**config.mk**
```make
export PLATFORM = sky130hd
export DESIGN_NAME = lobm_top
export DESIGN_NICKNAME = d
export VERILOG_FILES = /design/src/inc/lobm_pkg.sv /design/src/rtl/lobm_top.sv
export VERILOG_INCLUDE_DIRS = /design/src /design/src/inc
export SDC_FILE = /design/constraint.sdc
export NUM_CORES = 2
export LEC_CHECK = 0
export BUFFER_PORTS_ARGS = -buffer_cell sky130_fd_sc_hd__clkbuf_2
export CAP_MARGIN = 20
export CORE_MARGIN = 5
export CORE_UTILIZATION = 40
export DETAILED_ROUTE_END_ITERATION = 10
export GPL_TIMING_DRIVEN = 0
export PLACE_DENSITY = 0.54
export SETUP_SLACK_MARGIN = 0.4
export SYNTH_ARGS = -nofsm -noshare
export SYNTH_HDL_FRONTEND = slang
export SYNTH_HIERARCHICAL = 1
export SYNTH_SLANG_ARGS = --single-unit
```
**constraint.sdc**
```tcl
create_clock -name core_clk -period 16 [get_ports core_clk]
set_input_delay 3.2 -clock core_clk [delete_from_list [all_inputs] [get_ports core_clk]]
set_output_delay 3.2 -clock core_clk [all_outputs]
set_load 0.01 [all_outputs]
```
**src/inc/lobm_defines.svh**
```systemverilog
`ifndef LOBM_DEFINES_SVH
`define LOBM_DEFINES_SVH

// register offsets, enhanced map
`define LB_A_MAP  8'h01
`define LB_A_IE   8'h20
`define LB_A_ST   8'h21
`define LB_A_CFG  8'h22
`define LB_A_SFP0 8'h23
`define LB_A_SFP1 8'h24
`define LB_A_SFP2 8'h25
`define LB_A_SFS0 8'h26
`define LB_A_SFS1 8'h27
`define LB_A_SFD0 8'h28
`define LB_A_SFD1 8'h29
`define LB_A_SFC0 8'h2a
`define LB_A_SFC1 8'h2b
`define LB_A_SDP0 8'h2c
`define LB_A_SDP1 8'h2d
`define LB_A_SDP2 8'h2e
`define LB_A_SDS0 8'h2f
`define LB_A_SDS1 8'h30
`define LB_A_SDD0 8'h31
`define LB_A_SDD1 8'h32
`define LB_A_SDC0 8'h33
`define LB_A_SDC1 8'h34
`define LB_A_K1   8'h35
`define LB_A_K2   8'h36
`define LB_A_Z1   8'h37

// config bit positions
`define LB_B_Z1F  7
`define LB_B_SFEN 6
`define LB_B_SFS  5
`define LB_B_SFC  4
`define LB_B_SDEN 3
`define LB_B_SDS  2
`define LB_B_SDC  1

// flag positions inside the 5-bit flag field (status bits 7..3)
`define LB_F_PROT_BYTE_FAIL_ALARM 4
`define LB_F_APS  3
`define LB_F_Z1   2
`define LB_F_SF   1
`define LB_F_SD   0

// reset values and counts
`define LB_RST_BYTE  8'h00
`define LB_SAT_OFF   12'hfff
`define LB_NSUB      8
`define LB_CLR_LONG  7'd64
`define LB_Z1_RUN    2'h2

`endif

```
**src/inc/lobm_pkg.sv**
```systemverilog
package lobm_pkg;

    typedef struct packed {
        logic        en;
        logic        smode;
        logic        cmode;
        logic [23:0] period;
        logic [11:0] dth;
        logic [11:0] cth;
        logic [11:0] sth;
    } lobm_error_rate_monitor_cfg_t;

    typedef struct packed {
        logic        frame;
        logic [11:0] b2_err;
        logic [7:0]  k1;
        logic [7:0]  k2;
        logic [3:0]  z1;
        logic        prot_byte_fail_alarm;
    } lobm_oh_t;

    typedef struct packed {
        logic [23:0]      frame_cnt;
        logic [15:0]      sub;
        logic [7:0][15:0] ring;
        logic [2:0]       idx;
        logic [6:0]       clr_run;
        logic             alarm;
        logic             evt;
    } lobm_error_rate_monitor_st_t;

    typedef struct packed {
        logic        map_sel;
        logic [7:0]  ie;
        logic [4:0]  flags;
        logic [7:0]  cfg;
        logic [23:0] sf_per;
        logic [11:0] sf_sth;
        logic [11:0] sf_dth;
        logic [11:0] sf_cth;
        logic [23:0] sd_per;
        logic [11:0] sd_sth;
        logic [11:0] sd_dth;
        logic [11:0] sd_cth;
        logic [7:0]  k1;
        logic [7:0]  k2;
        logic [3:0]  z1;
        logic [3:0]  z1_cand;
        logic [1:0]  z1_run;
        logic        prot_byte_fail_alarm_d;
        logic [7:0]  rd_data;
        logic        irq;
    } lobm_top_st_t;

endpackage

```
**src/rtl/lobm_top.sv**
```systemverilog
//Contract
// RULE1: new K1/K2 code sets the APS change flag; status read clears it
// RULE2: protection byte alarm declare or removal sets its flag; status read clears it
// RULE3: degrade alarm clears over declare window, or eight times it when selected
// RULE4: fail alarm clears over declare window, or eight times it when selected
// RULE5: degrade saturation caps errors per frame, or per subtotal period
// RULE6: fail saturation caps errors per frame, or per subtotal period
// RULE7: degrade enable runs accumulation; off resets to declaration monitoring
// RULE8: fail enable runs accumulation; off resets to declaration monitoring
// RULE9: software programs periods and thresholds before setting a monitor enable
// RULE10: sync filter needs three equal nibbles; otherwise each nibble written directly
// RULE11: fail period counts frames per subtotal; window sums eight subtotals
// RULE12: config register at 22H only in enhanced map, with documented bit layout
// RULE13: fail period in three read-write bytes 23H to 25H, reset zero
// RULE14: fail alarm declares at sum >= declare threshold, clears below clear threshold
// RULE15: saturation threshold of all ones disables saturation
// RULE16: interrupt output high while any enabled flag is set
// RULE17: one error count per frame strobe advances the subtotal frame counter
//
// Strobed register access was left to the implementer.
`timescale 1ns/1ps
`include "lobm_defines.svh"

module lobm_error_rate_monitor
    import lobm_pkg::*;
(
    // clock and reset
    input  wire logic           core_clk,
    input  wire logic           rst,
    // settings and per-frame errors
    input  wire lobm_error_rate_monitor_cfg_t cfg,
    input  wire logic           frame_stb,
    input  wire logic [11:0]    err_cnt,
    // alarm state
    output logic                alarm,
    output logic                evt
);
    lobm_error_rate_monitor_st_t s_reg;
    lobm_error_rate_monitor_st_t s_next;
    logic [18:0]   sum_next;
    logic [16:0]   acc;
    logic [11:0]   e;
    logic          sat_on;
    logic          sub_end;
    logic [6:0]    need;

    always_comb
    begin
        s_next     = s_reg;
        s_next.evt = 1'b0;
        sum_next   = 19'h0;
        sat_on     = cfg.sth != `LB_SAT_OFF; // [RULE15]
        // per-frame cap in frame mode
        e = (!cfg.smode && sat_on && err_cnt > cfg.sth) ? cfg.sth : err_cnt; // [RULE5] [RULE6]
        acc = {1'b0, s_reg.sub} + {5'h00, e};
        if (acc[16])
            acc = 17'h0ffff;
        // per-subtotal cap in period mode
        if (cfg.smode && sat_on && acc > {5'h00, cfg.sth})
            acc = {5'h00, cfg.sth}; // [RULE5] [RULE6]
        // zero period holds the monitor: no subtotal ever closes
        sub_end = frame_stb && cfg.period != 24'h0
                  && (s_reg.frame_cnt + 24'h1) >= cfg.period; // [RULE11] [RULE17]
        need = cfg.cmode ? `LB_CLR_LONG : 7'd1; // [RULE3] [RULE4]
        if (!cfg.en)
        begin
            s_next = '0; // [RULE7] [RULE8]
        end
        else if (sub_end)
        begin
            s_next.ring[s_reg.idx] = acc[15:0];
            s_next.idx             = s_reg.idx + 3'h1;
            s_next.sub             = 16'h0;
            s_next.frame_cnt       = 24'h0;
            for (int i = 0; i < `LB_NSUB; i++)
                sum_next = sum_next + {3'h0, s_next.ring[i]}; // [RULE11]
            if (!s_reg.alarm)
            begin
                if (sum_next >= {7'h00, cfg.dth})
                begin
                    s_next.alarm   = 1'b1; // [RULE14]
                    s_next.evt     = 1'b1;
                    s_next.clr_run = 7'h0;
                end
            end
            else if (sum_next < {7'h00, cfg.cth})
            begin
                // long clearing mode needs eight whole windows below threshold
                if (s_reg.clr_run + 7'h1 >= need)
                begin
                    s_next.alarm   = 1'b0; // [RULE14] [RULE3] [RULE4]
                    s_next.evt     = 1'b1;
                    s_next.clr_run = 7'h0;
                end
                else
                    s_next.clr_run = s_reg.clr_run + 7'h1;
            end
            else
                s_next.clr_run = 7'h0;
        end
        else if (frame_stb)
        begin
            s_next.sub       = acc[15:0];
            s_next.frame_cnt = s_reg.frame_cnt + 24'h1; // [RULE17]
        end
    end

    always_ff @(posedge core_clk or posedge rst)
    begin
        if (rst)
            s_reg <= '0;
        else
            s_reg <= s_next;
    end

    assign alarm = s_reg.alarm;
    assign evt   = s_reg.evt;
endmodule

module lobm_top
    import lobm_pkg::*;
(
    // clock and reset
    input  wire logic       core_clk,
    input  wire logic       rst,
    // register port
    input  wire logic [7:0] reg_addr,
    input  wire logic [7:0] reg_wdata,
    input  wire logic       reg_wr,
    input  wire logic       reg_rd,
    output logic      [7:0] reg_rdata,
    // overhead from the receive framer
    input  wire lobm_oh_t   oh_in,
    // alarms and interrupt
    output logic            sd_alarm,
    output logic            sf_alarm,
    output logic            irq
);
    lobm_top_st_t   s_reg;
    lobm_top_st_t   n;
    lobm_error_rate_monitor_cfg_t sd_cfg;
    lobm_error_rate_monitor_cfg_t sf_cfg;
    logic           sd_evt;
    logic           sf_evt;
    logic           enhanced_map_select;
    logic           rd_st;
    logic           aps_new;
    logic           prot_byte_fail_alarm_chg;
    logic           z1_wr;

    assign sd_cfg = '{en: s_reg.cfg[`LB_B_SDEN], smode: s_reg.cfg[`LB_B_SDS],
                      cmode: s_reg.cfg[`LB_B_SDC], period: s_reg.sd_per,
                      dth: s_reg.sd_dth, cth: s_reg.sd_cth, sth: s_reg.sd_sth};
    assign sf_cfg = '{en: s_reg.cfg[`LB_B_SFEN], smode: s_reg.cfg[`LB_B_SFS],
                      cmode: s_reg.cfg[`LB_B_SFC], period: s_reg.sf_per,
                      dth: s_reg.sf_dth, cth: s_reg.sf_cth, sth: s_reg.sf_sth};

    lobm_error_rate_monitor u_sd (
        .core_clk  (core_clk),
        .rst       (rst),
        .cfg       (sd_cfg),
        .frame_stb (oh_in.frame),
        .err_cnt   (oh_in.b2_err),
        .alarm     (sd_alarm),
        .evt       (sd_evt)
    );

    lobm_error_rate_monitor u_sf (
        .core_clk  (core_clk),
        .rst       (rst),
        .cfg       (sf_cfg),
        .frame_stb (oh_in.frame),
        .err_cnt   (oh_in.b2_err),
        .alarm     (sf_alarm),
        .evt       (sf_evt)
    );

    always_comb
    begin
        n        = s_reg;
        enhanced_map_select      = s_reg.map_sel;
        rd_st    = reg_rd && enhanced_map_select && reg_addr == `LB_A_ST;
        aps_new  = oh_in.frame && {oh_in.k1, oh_in.k2} != {s_reg.k1, s_reg.k2};
        prot_byte_fail_alarm_chg = oh_in.frame && oh_in.prot_byte_fail_alarm != s_reg.prot_byte_fail_alarm_d; // [RULE2]
        z1_wr    = 1'b0;
        // writes; the whole 20H..37H block is absent in the legacy map
        if (reg_wr)
        begin
            if (reg_addr == `LB_A_MAP)
                n.map_sel = reg_wdata[0];
            else if (!enhanced_map_select)
                n.map_sel = s_reg.map_sel;
            else if (reg_addr == `LB_A_IE)
                n.ie = reg_wdata;
            else if (reg_addr == `LB_A_ST)
                n.flags = s_reg.flags & ~reg_wdata[7:3];
            else if (reg_addr == `LB_A_CFG)
                n.cfg = {reg_wdata[7:1], 1'b0}; // [RULE12]
            else if (reg_addr == `LB_A_SFP0)
                n.sf_per[7:0] = reg_wdata; // [RULE13]
            else if (reg_addr == `LB_A_SFP1)
                n.sf_per[15:8] = reg_wdata; // [RULE13]
            else if (reg_addr == `LB_A_SFP2)
                n.sf_per[23:16] = reg_wdata; // [RULE13]
            else if (reg_addr == `LB_A_SFS0)
                n.sf_sth[7:0] = reg_wdata;
            else if (reg_addr == `LB_A_SFS1)
                n.sf_sth[11:8] = reg_wdata[3:0];
            else if (reg_addr == `LB_A_SFD0)
                n.sf_dth[7:0] = reg_wdata;
            else if (reg_addr == `LB_A_SFD1)
                n.sf_dth[11:8] = reg_wdata[3:0];
            else if (reg_addr == `LB_A_SFC0)
                n.sf_cth[7:0] = reg_wdata;
            else if (reg_addr == `LB_A_SFC1)
                n.sf_cth[11:8] = reg_wdata[3:0];
            else if (reg_addr == `LB_A_SDP0)
                n.sd_per[7:0] = reg_wdata;
            else if (reg_addr == `LB_A_SDP1)
                n.sd_per[15:8] = reg_wdata;
            else if (reg_addr == `LB_A_SDP2)
                n.sd_per[23:16] = reg_wdata;
            else if (reg_addr == `LB_A_SDS0)
                n.sd_sth[7:0] = reg_wdata;
            else if (reg_addr == `LB_A_SDS1)
                n.sd_sth[11:8] = reg_wdata[3:0];
            else if (reg_addr == `LB_A_SDD0)
                n.sd_dth[7:0] = reg_wdata;
            else if (reg_addr == `LB_A_SDD1)
                n.sd_dth[11:8] = reg_wdata[3:0];
            else if (reg_addr == `LB_A_SDC0)
                n.sd_cth[7:0] = reg_wdata;
            else if (reg_addr == `LB_A_SDC1)
                n.sd_cth[11:8] = reg_wdata[3:0];
        end
        // overhead capture, once per frame
        if (aps_new)
        begin
            n.k1 = oh_in.k1; // [RULE1]
            n.k2 = oh_in.k2;
        end
        if (oh_in.frame)
        begin
            if (!s_reg.cfg[`LB_B_Z1F])
            begin
                n.z1      = oh_in.z1; // [RULE10]
                n.z1_cand = oh_in.z1;
                n.z1_run  = 2'h0;
                z1_wr     = oh_in.z1 != s_reg.z1;
            end
            else if (oh_in.z1 == s_reg.z1_cand)
            begin
                if (s_reg.z1_run != `LB_Z1_RUN)
                    n.z1_run = s_reg.z1_run + 2'h1;
                // third equal frame commits the nibble
                if (s_reg.z1_run + 2'h1 >= `LB_Z1_RUN && oh_in.z1 != s_reg.z1)
                begin
                    n.z1  = oh_in.z1; // [RULE10]
                    z1_wr = 1'b1;
                end
            end
            else
            begin
                n.z1_cand = oh_in.z1;
                n.z1_run  = 2'h0;
            end
        end
        // alarm level only means something in a frame cycle
        if (oh_in.frame)
            n.prot_byte_fail_alarm_d = oh_in.prot_byte_fail_alarm;
        // read clears, then new events; set beats clear in the same cycle
        if (rd_st)
            n.flags = 5'h00; // [RULE1] [RULE2]
        n.flags = n.flags | {prot_byte_fail_alarm_chg, aps_new, z1_wr, sf_evt, sd_evt}; // [RULE1] [RULE2]
        n.irq   = |(n.flags & n.ie[7:3]); // [RULE16]
        // read data, one cycle after the strobe
        n.rd_data = `LB_RST_BYTE;
        if (!reg_rd)
            n.rd_data = `LB_RST_BYTE;
        else if (reg_addr == `LB_A_MAP)
            n.rd_data = {7'h00, s_reg.map_sel};
        else if (!enhanced_map_select)
            n.rd_data = `LB_RST_BYTE; // [RULE12]
        else if (reg_addr == `LB_A_IE)
            n.rd_data = s_reg.ie;
        else if (reg_addr == `LB_A_ST)
            n.rd_data = {s_reg.flags, sf_alarm, sd_alarm, 1'b0};
        else if (reg_addr == `LB_A_CFG)
            n.rd_data = s_reg.cfg; // [RULE12]
        else if (reg_addr == `LB_A_SFP0)
            n.rd_data = s_reg.sf_per[7:0]; // [RULE13]
        else if (reg_addr == `LB_A_SFP1)
            n.rd_data = s_reg.sf_per[15:8];
        else if (reg_addr == `LB_A_SFP2)
            n.rd_data = s_reg.sf_per[23:16];
        else if (reg_addr == `LB_A_SFS0)
            n.rd_data = s_reg.sf_sth[7:0];
        else if (reg_addr == `LB_A_SFS1)
            n.rd_data = {4'h0, s_reg.sf_sth[11:8]};
        else if (reg_addr == `LB_A_SFD0)
            n.rd_data = s_reg.sf_dth[7:0];
        else if (reg_addr == `LB_A_SFD1)
            n.rd_data = {4'h0, s_reg.sf_dth[11:8]};
        else if (reg_addr == `LB_A_SFC0)
            n.rd_data = s_reg.sf_cth[7:0];
        else if (reg_addr == `LB_A_SFC1)
            n.rd_data = {4'h0, s_reg.sf_cth[11:8]};
        else if (reg_addr == `LB_A_SDP0)
            n.rd_data = s_reg.sd_per[7:0];
        else if (reg_addr == `LB_A_SDP1)
            n.rd_data = s_reg.sd_per[15:8];
        else if (reg_addr == `LB_A_SDP2)
            n.rd_data = s_reg.sd_per[23:16];
        else if (reg_addr == `LB_A_SDS0)
            n.rd_data = s_reg.sd_sth[7:0];
        else if (reg_addr == `LB_A_SDS1)
            n.rd_data = {4'h0, s_reg.sd_sth[11:8]};
        else if (reg_addr == `LB_A_SDD0)
            n.rd_data = s_reg.sd_dth[7:0];
        else if (reg_addr == `LB_A_SDD1)
            n.rd_data = {4'h0, s_reg.sd_dth[11:8]};
        else if (reg_addr == `LB_A_SDC0)
            n.rd_data = s_reg.sd_cth[7:0];
        else if (reg_addr == `LB_A_SDC1)
            n.rd_data = {4'h0, s_reg.sd_cth[11:8]};
        else if (reg_addr == `LB_A_K1)
            n.rd_data = s_reg.k1;
        else if (reg_addr == `LB_A_K2)
            n.rd_data = s_reg.k2;
        else if (reg_addr == `LB_A_Z1)
            n.rd_data = {4'h0, s_reg.z1};
    end

    always_ff @(posedge core_clk or posedge rst)
    begin
        if (rst)
            s_reg <= '0;
        else
            s_reg <= n;
    end

    assign reg_rdata = s_reg.rd_data;
    assign irq       = s_reg.irq;
endmodule

```
== Yosys cells after proc, flatten, opt, wreduce, memory -nomap -nowiden ==
Index checks and enable logic that the tools add are counted.

* Input bits: 54
* Memory bits (read-only): 0
* Latch bits: 0
* Word-level logic and storage cells: 341
* Register bits after elaboration: 537
* Memory bits (writable): 0
* Output and inout port bits: 11
* Memories: 0

* $mul: 0
* Div/mod/pow operators: 0
* Equality and inequality tests: 42
* Shift-type cells: 0
* Reduce and logical (&&, ||, !) cells: 50
* Add/sub/neg operators: 23
* Bitwise operators: 25
* $lt $le $gt $ge: 17
* Mux-type cells: 125

{| class="wikitable"
|+ Operators with widths
! kind !! number
|-
| two-way mux 141 bit || 3
|-
| two-way mux 180 bit || 2
|-
| two-way mux 8 bit || 42
|-
| two-way mux 96 bit || 3
|-
| two-way mux 140 bit || 2
|-
| bitwise mux 128 bit || 2
|-
| adder 19 x 16 -> 19 bit || 12
|-
| == test 8 x 6 -> 1 bit, second input constant || 24
|-
| two-way mux 84 bit || 2
|-
| two-way mux 40 bit || 4
|-
| two-way mux 72 bit || 2
|-
| two-way mux 133 bit || 1
|-
| two-way mux 128 bit || 1
|-
| two-way mux 16 bit || 8
|-
| two-way mux 120 bit || 1
|-
| two-way mux 60 bit || 2
|-
| two-way mux 36 bit || 3
|-
| demux 16 bit (select 3 bit) || 2
|-
| two-way mux 4 bit || 16
|-
| adder 24 x 1 -> 24 bit, second input constant || 2
|-
| greater-or-equal comparator 24 bit || 2
|-
| two-way mux 12 bit || 4
|-
| two-way mux 24 bit || 2
|-
| nonzero test 24 bit || 2
|-
| 58 further kinds || 138
|}

== Depth between registers and ports, before layout ==
* Depth in word-level cells: 29
* Gate-level depth with buffers: 57
* Depth with buffers taken out: 54

== Cells and area by module ==
Netlist, hierarchy kept.

{| class="wikitable"
|+ By module, submodules not included
! module !! cells each !! area each (um2) !! instances !! seq. area each (um2)
|-
| lobm_error_rate_monitor (u_sd) || 1704 || 14981.9 || 1 || 4504.3
|-
| lobm_error_rate_monitor (u_sf) || 1572 || 14493.9 || 1 || 4504.3
|-
| lobm_top || 745 || 8903.5 || 1 || 4429.2
|}

== Least setup slack after synthesis ==
OpenSTA, ideal clock, no wires.

* Path type: in2reg
* From: input port oh_in[26] (netlist bit)
* To: register u_sf/s_reg[2] (netlist bit)
* Slack: 1285 ps
* Data required time: 15934 ps
* Data arrival time: 14649 ps
* Setup time: 66 ps
* Stages: 54
* Buffers on the path: 4
* Cells stage by stage: ha_1 -> a21o_1 -> a21o_1 -> a21oi_1 -> nor2b_1 -> o21ai_0 -> nand2_1 -> a211oi_1 -> or4_1 -> clkbuf_1 -> mux2_2 -> ha_1 -> fa_1 -> a211oi_1 -> o21ai_1 -> a2111oi_4 -> or3_1 -> clkbuf_1 -> [18 not listed] -> fa_1 -> inv_1 -> ha_1 -> fa_1 -> a21oi_1 -> nor2_1 -> o21ai_0 -> nand2b_1 -> a21oi_1 -> xnor2_1 -> ha_1 -> nand4_1 -> a21oi_1 -> a211o_1 -> a211oi_1 -> nand3_1 -> o2bb2ai_1 -> mux2_2

* Cells in the longest elaborated chain, start to end: 21
* Elaborated cells between the ends (all ways): 24
* Those cells by class: 8 x add/sub; 4 x order compare; 1 x eq/ne; 8 x mux; 3 x reduce/logical

{| class="wikitable"
|+ Ends and longest elaborated chain
! what !! line !! RTL
|-
| start: declaration || lobm_top.sv:133 || <nowiki>input wire lobm_oh_t oh_in,</nowiki>
|-
| greater-than comparator 12 bit || lobm_top.sv:54 || <nowiki>e = (!cfg.smode && sat_on && err_cnt > cfg.sth) ? cfg.sth : err_cnt;</nowiki>
|-
| logical AND 1 bit || lobm_top.sv:54 ||
|-
| two-way mux 12 bit (*) || lobm_top.sv:54 ||
|-
| adder 16 x 12 -> 17 bit (*) || lobm_top.sv:55 || <nowiki>acc = {1'b0, s_reg.sub} + {5'h00, e};</nowiki>
|-
| two-way mux 16 bit (*) || lobm_top.sv:56 || <nowiki>if (acc[16])</nowiki>
|-
| greater-than comparator 16 x 12 -> 1 bit || lobm_top.sv:59 || <nowiki>if (cfg.smode && sat_on && acc > {5'h00, cfg.sth})</nowiki>
|-
| logical AND 1 bit || lobm_top.sv:59 ||
|-
| two-way mux 16 bit (*) || lobm_top.sv:59 ||
|-
| bitwise mux 128 bit (*) || lobm_top.sv:71 || <nowiki>s_next.ring[s_reg.idx] = acc[15:0];</nowiki>
|-
| adder 16 x 16 -> 17 bit || lobm_top.sv:76 || <nowiki>sum_next = sum_next + {3'h0, s_next.ring[i]};</nowiki>
|-
| adder 19 x 16 -> 19 bit (5 in series) || lobm_top.sv:76 ||
|-
| adder 19 x 16 -> 19 bit (*) || lobm_top.sv:76 ||
|-
| < comparator 19 x 12 -> 1 bit || lobm_top.sv:86 || <nowiki>else if (sum_next < {7'h00, cfg.cth})</nowiki>
|-
| two-way mux 7 bit || lobm_top.sv:86 ||
|-
| two-way mux 9 bit || lobm_top.sv:77 || <nowiki>if (!s_reg.alarm)</nowiki>
|-
| two-way mux 140 bit || lobm_top.sv:69 || <nowiki>else if (sub_end)</nowiki>
|-
| two-way mux 180 bit || lobm_top.sv:65 || <nowiki>if (!cfg.en)</nowiki>
|-
| end signal: assignment || lobm_top.sv:113 || <nowiki>s_reg <= s_next;</nowiki>
|-
| end: declaration || lobm_top.sv:38 || <nowiki>lobm_error_rate_monitor_st_t s_reg;</nowiki>
|}

Mark *: on every way between the ends. The rest lies on a longest branch, timed or not. The select of a mux whose other input is x is not followed.
A chain may end at the register's enable or synchronous reset.

== Worst setup path in the final report ==
* From: input port oh_in[22] (netlist bit)
* To: register u_sf/s_reg[5] (netlist bit)

The elaborated chain is that of the path after synthesis.

==> flow_summary.ini <==
[timing]
clock_skew_ps = 33.4
period_share = 0.940
setup_viol = 0
max_freq_mhz = 66.5
fin_crit_ps = 15030
maxSlewViolCount = 0
maxSlewHeadroom = 0.262
finalHoldViolCount = 0
holdWs_ps = 472
rsz0062_at_grt = no
worstMarginPinSlew_ps = 1080

[clock_tree]
cts_tree = done
clockRootBuffer = clkbuf_16
h-tree-depth = 3
clk_pin_slew_ps = 60
clock_latency_ps = 640
cts_buffers = 69
clk_path_buf_depth = 3
cts_num_sinks = 537

[worst_setup_path]
r2r-start = s_reg[125]$_DFFE_PP0P_
crit_required_ps = 16560
max_stage_delay_ps = 610
r2r_end = u_sf/s_reg[5]$_DFFE_PP0P_
worstSetupEndpointType = register
arrival_ps = 15600
crit_end = u_sf/s_reg[5]$_DFFE_PP0P_
ff2ff_setup_slack_ps = 3010
crit_type = input port to register
critPathSlowestCell = fa_1
worstSetupStartpointType = input port
r2r.worst_path.cells = 53
crit_fanout = 10
critPathLaunch = oh_in[22]

[grt]
grt_max_degree = 121
grt_pass1_wl_um = 195000
grt_overflow = 0
antenna_found_initial = 7
grt_usage = 0.245
grt_pass1_vias = 31400

[status]
status = completed

[placed_design]
dpl.hpwl_um = 98000
io_buffer_count = 61
place.gp.congestion = 0.971
placed_cells = 5354

[drt]
wl_um = 128000
drt_iter0_drc = 2761
drc_errors = 0
vias = 31500
wl_per_cell_um = 23.2
firstDrtPassIters = 6
final_antenna_net_count = 0
avgViaCountPerCell = 5.74

[logic_synthesis]
synth_ff_type = dfrtp_1
synth_top_cell_by_area = dfrtp_1
ys_ff_latch = 537
ys_async_sr_fraction = 1.00
netlist_area_um2 = 38400
syn_nets = 4482
synth_top_family_by_area = compound AO/OA/AOI/OAI gates
synth_xor_area_frac = 0.0253
synth.distinct_cells = 98
synth_fa_ha_area_frac = 0.170
yosysSeqAreaShare = 0.350
synth_area_leaders = dfrtp_1, fa_1, ha_1
synthCells = 4021
synth_most_common_cell = dfrtp_1
ys_warn_count = 6
synth_top_area_share = 0.350
synth_simple_gate_area_frac = 0.122
synthTopCellsByCount = dfrtp_1, nand2_1, inv_1, nor2_1, a21oi_1
synth_compound_area_frac = 0.189
synth.avg_cell_area_um2 = 9.54
synth-edff-count = 0
muxShareOfSynthArea = 0.0819

[power_and_ir_drop]
p_total_mw = 3.14
powerDensity_nw_per_um2 = 73.1
peakVddDrop_mv = 0.0670
p_leak_nw = 18.9

[finish]
drive_gt1_frac = 0.122
fill_cells = 9235
area_delta_synth_final_pct = 11.7
stdcell_count = 5490
final_nets = 4637

[floorplan]
core.rowCount = 113
start_util = 0.403
dieWidth_um = 320
coreArea_um2 = 95200
io_pins = 65
die_h_um = 320
dieArea_um2 = 102000

[worst_hold_path]
whs_path_depth = 1
hold_class = register to register
hp-start = s_reg[10]$_DFFE_PP0P_

[flow_run]
maxCapViolations = 0
==> worst min-delay path by stage <==
stage | end
global route | u_sf/s_reg[127]$_DFFE_PP0P_
detailed placement | s_reg[10]$_DFFE_PP0P_
global placement | s_reg[10]$_DFFE_PP0P_
floorplan | s_reg[165]$_DFF_PP0_
finish | s_reg[10]$_DFFE_PP0P_
CTS | s_reg[10]$_DFFE_PP0P_
==> critical path: cells and delay by family <==
kind	cells	cell delay (ps)
simple gates	8	1230
compound gates	24	4750
mux	1	360
buf+inv	9	1640
xor+xnor	1	260
fa+ha+maj	10	4130
==> area by class of cell <==
cell class                      instances  area, um^2  area share
Multi-Input combinational cell       2876       22800       0.531
Timing Repair Buffer                   84         536      0.0125
Buffer                                236        1020      0.0238
Sequential cell                       537       13400       0.313
Tap cell                             1265        1580      0.0369
Clock inverter                         14         101     0.00236
Clock buffer                          102        1990      0.0465
Inverter                              372        1420      0.0331
Antenna cell                            4        10.0    0.000233
==> placed cells by master (no fill, tap or decap), types with 37 or more instances in the layout <==
cell type and count:
clkbuf_1 186, o21ai_0 162, nor3_1 37, fa_1 191, o2bb2ai_1 130, mux2_2 196
a21oi_1 220, inv_1 368, buf_2 37, o22ai_1 102, nand3_1 71, dfrtp_1 537
a21o_1 44, xnor2_1 71, nand2_1 424, nand4_1 43, o21a_1 76, ha_1 215
mux2i_1 64, o21ai_1 84, clkbuf_2 62, nor2_1 237, xor2_1 39, clkbuf_16 71
==> repair_timing <==
item,CTS,global route
buffers inserted,2,13
resized for setup,23,39
pin swaps,3,7
hold buffers,0,0
setup endpoints to repair,18,18
==> cell families after synthesis <==
family,count (synthesis)
adders and majority gates,407
buffers and inverters,608
DFF,537
xor gates and xnor gates,111
AOI/OAI and AO/OA,1074
and+or+nand+nor,1009
muxes,275
==> power breakdown <==
group	internal, mW	switching (mW)
Sequential	1.37	0.00754
Combinational	0.0873	0.172
Clock	0.873	0.629
Total	2.33	0.809
==> per-stage QoR <==
step	TNS, ps	utilization	instance area (um^2)	setup WS, ps
6_report	0	0.451	42900	965
5_1_grt	0	0.451	42900	326
4_1_cts	0	0.448	42600	427
3_5_place_dp	-21330	0.425	40400	-1790
3_3_place_gp	-20220	0.423	40300	-1660
2_1_floorplan	0	-	38400	1290
==> per-layer routing <==
metal,GRT usage,part of all wire,vias to the layer above
li1,-,-,14500
met1,0.356,0.47,15800
met2,0.374,0.44,957
met3,0.0422,0.065,218
met4,0.0773,0.032,4
met5,0,0.00024,-
Power figures use the tool's default switching activity.
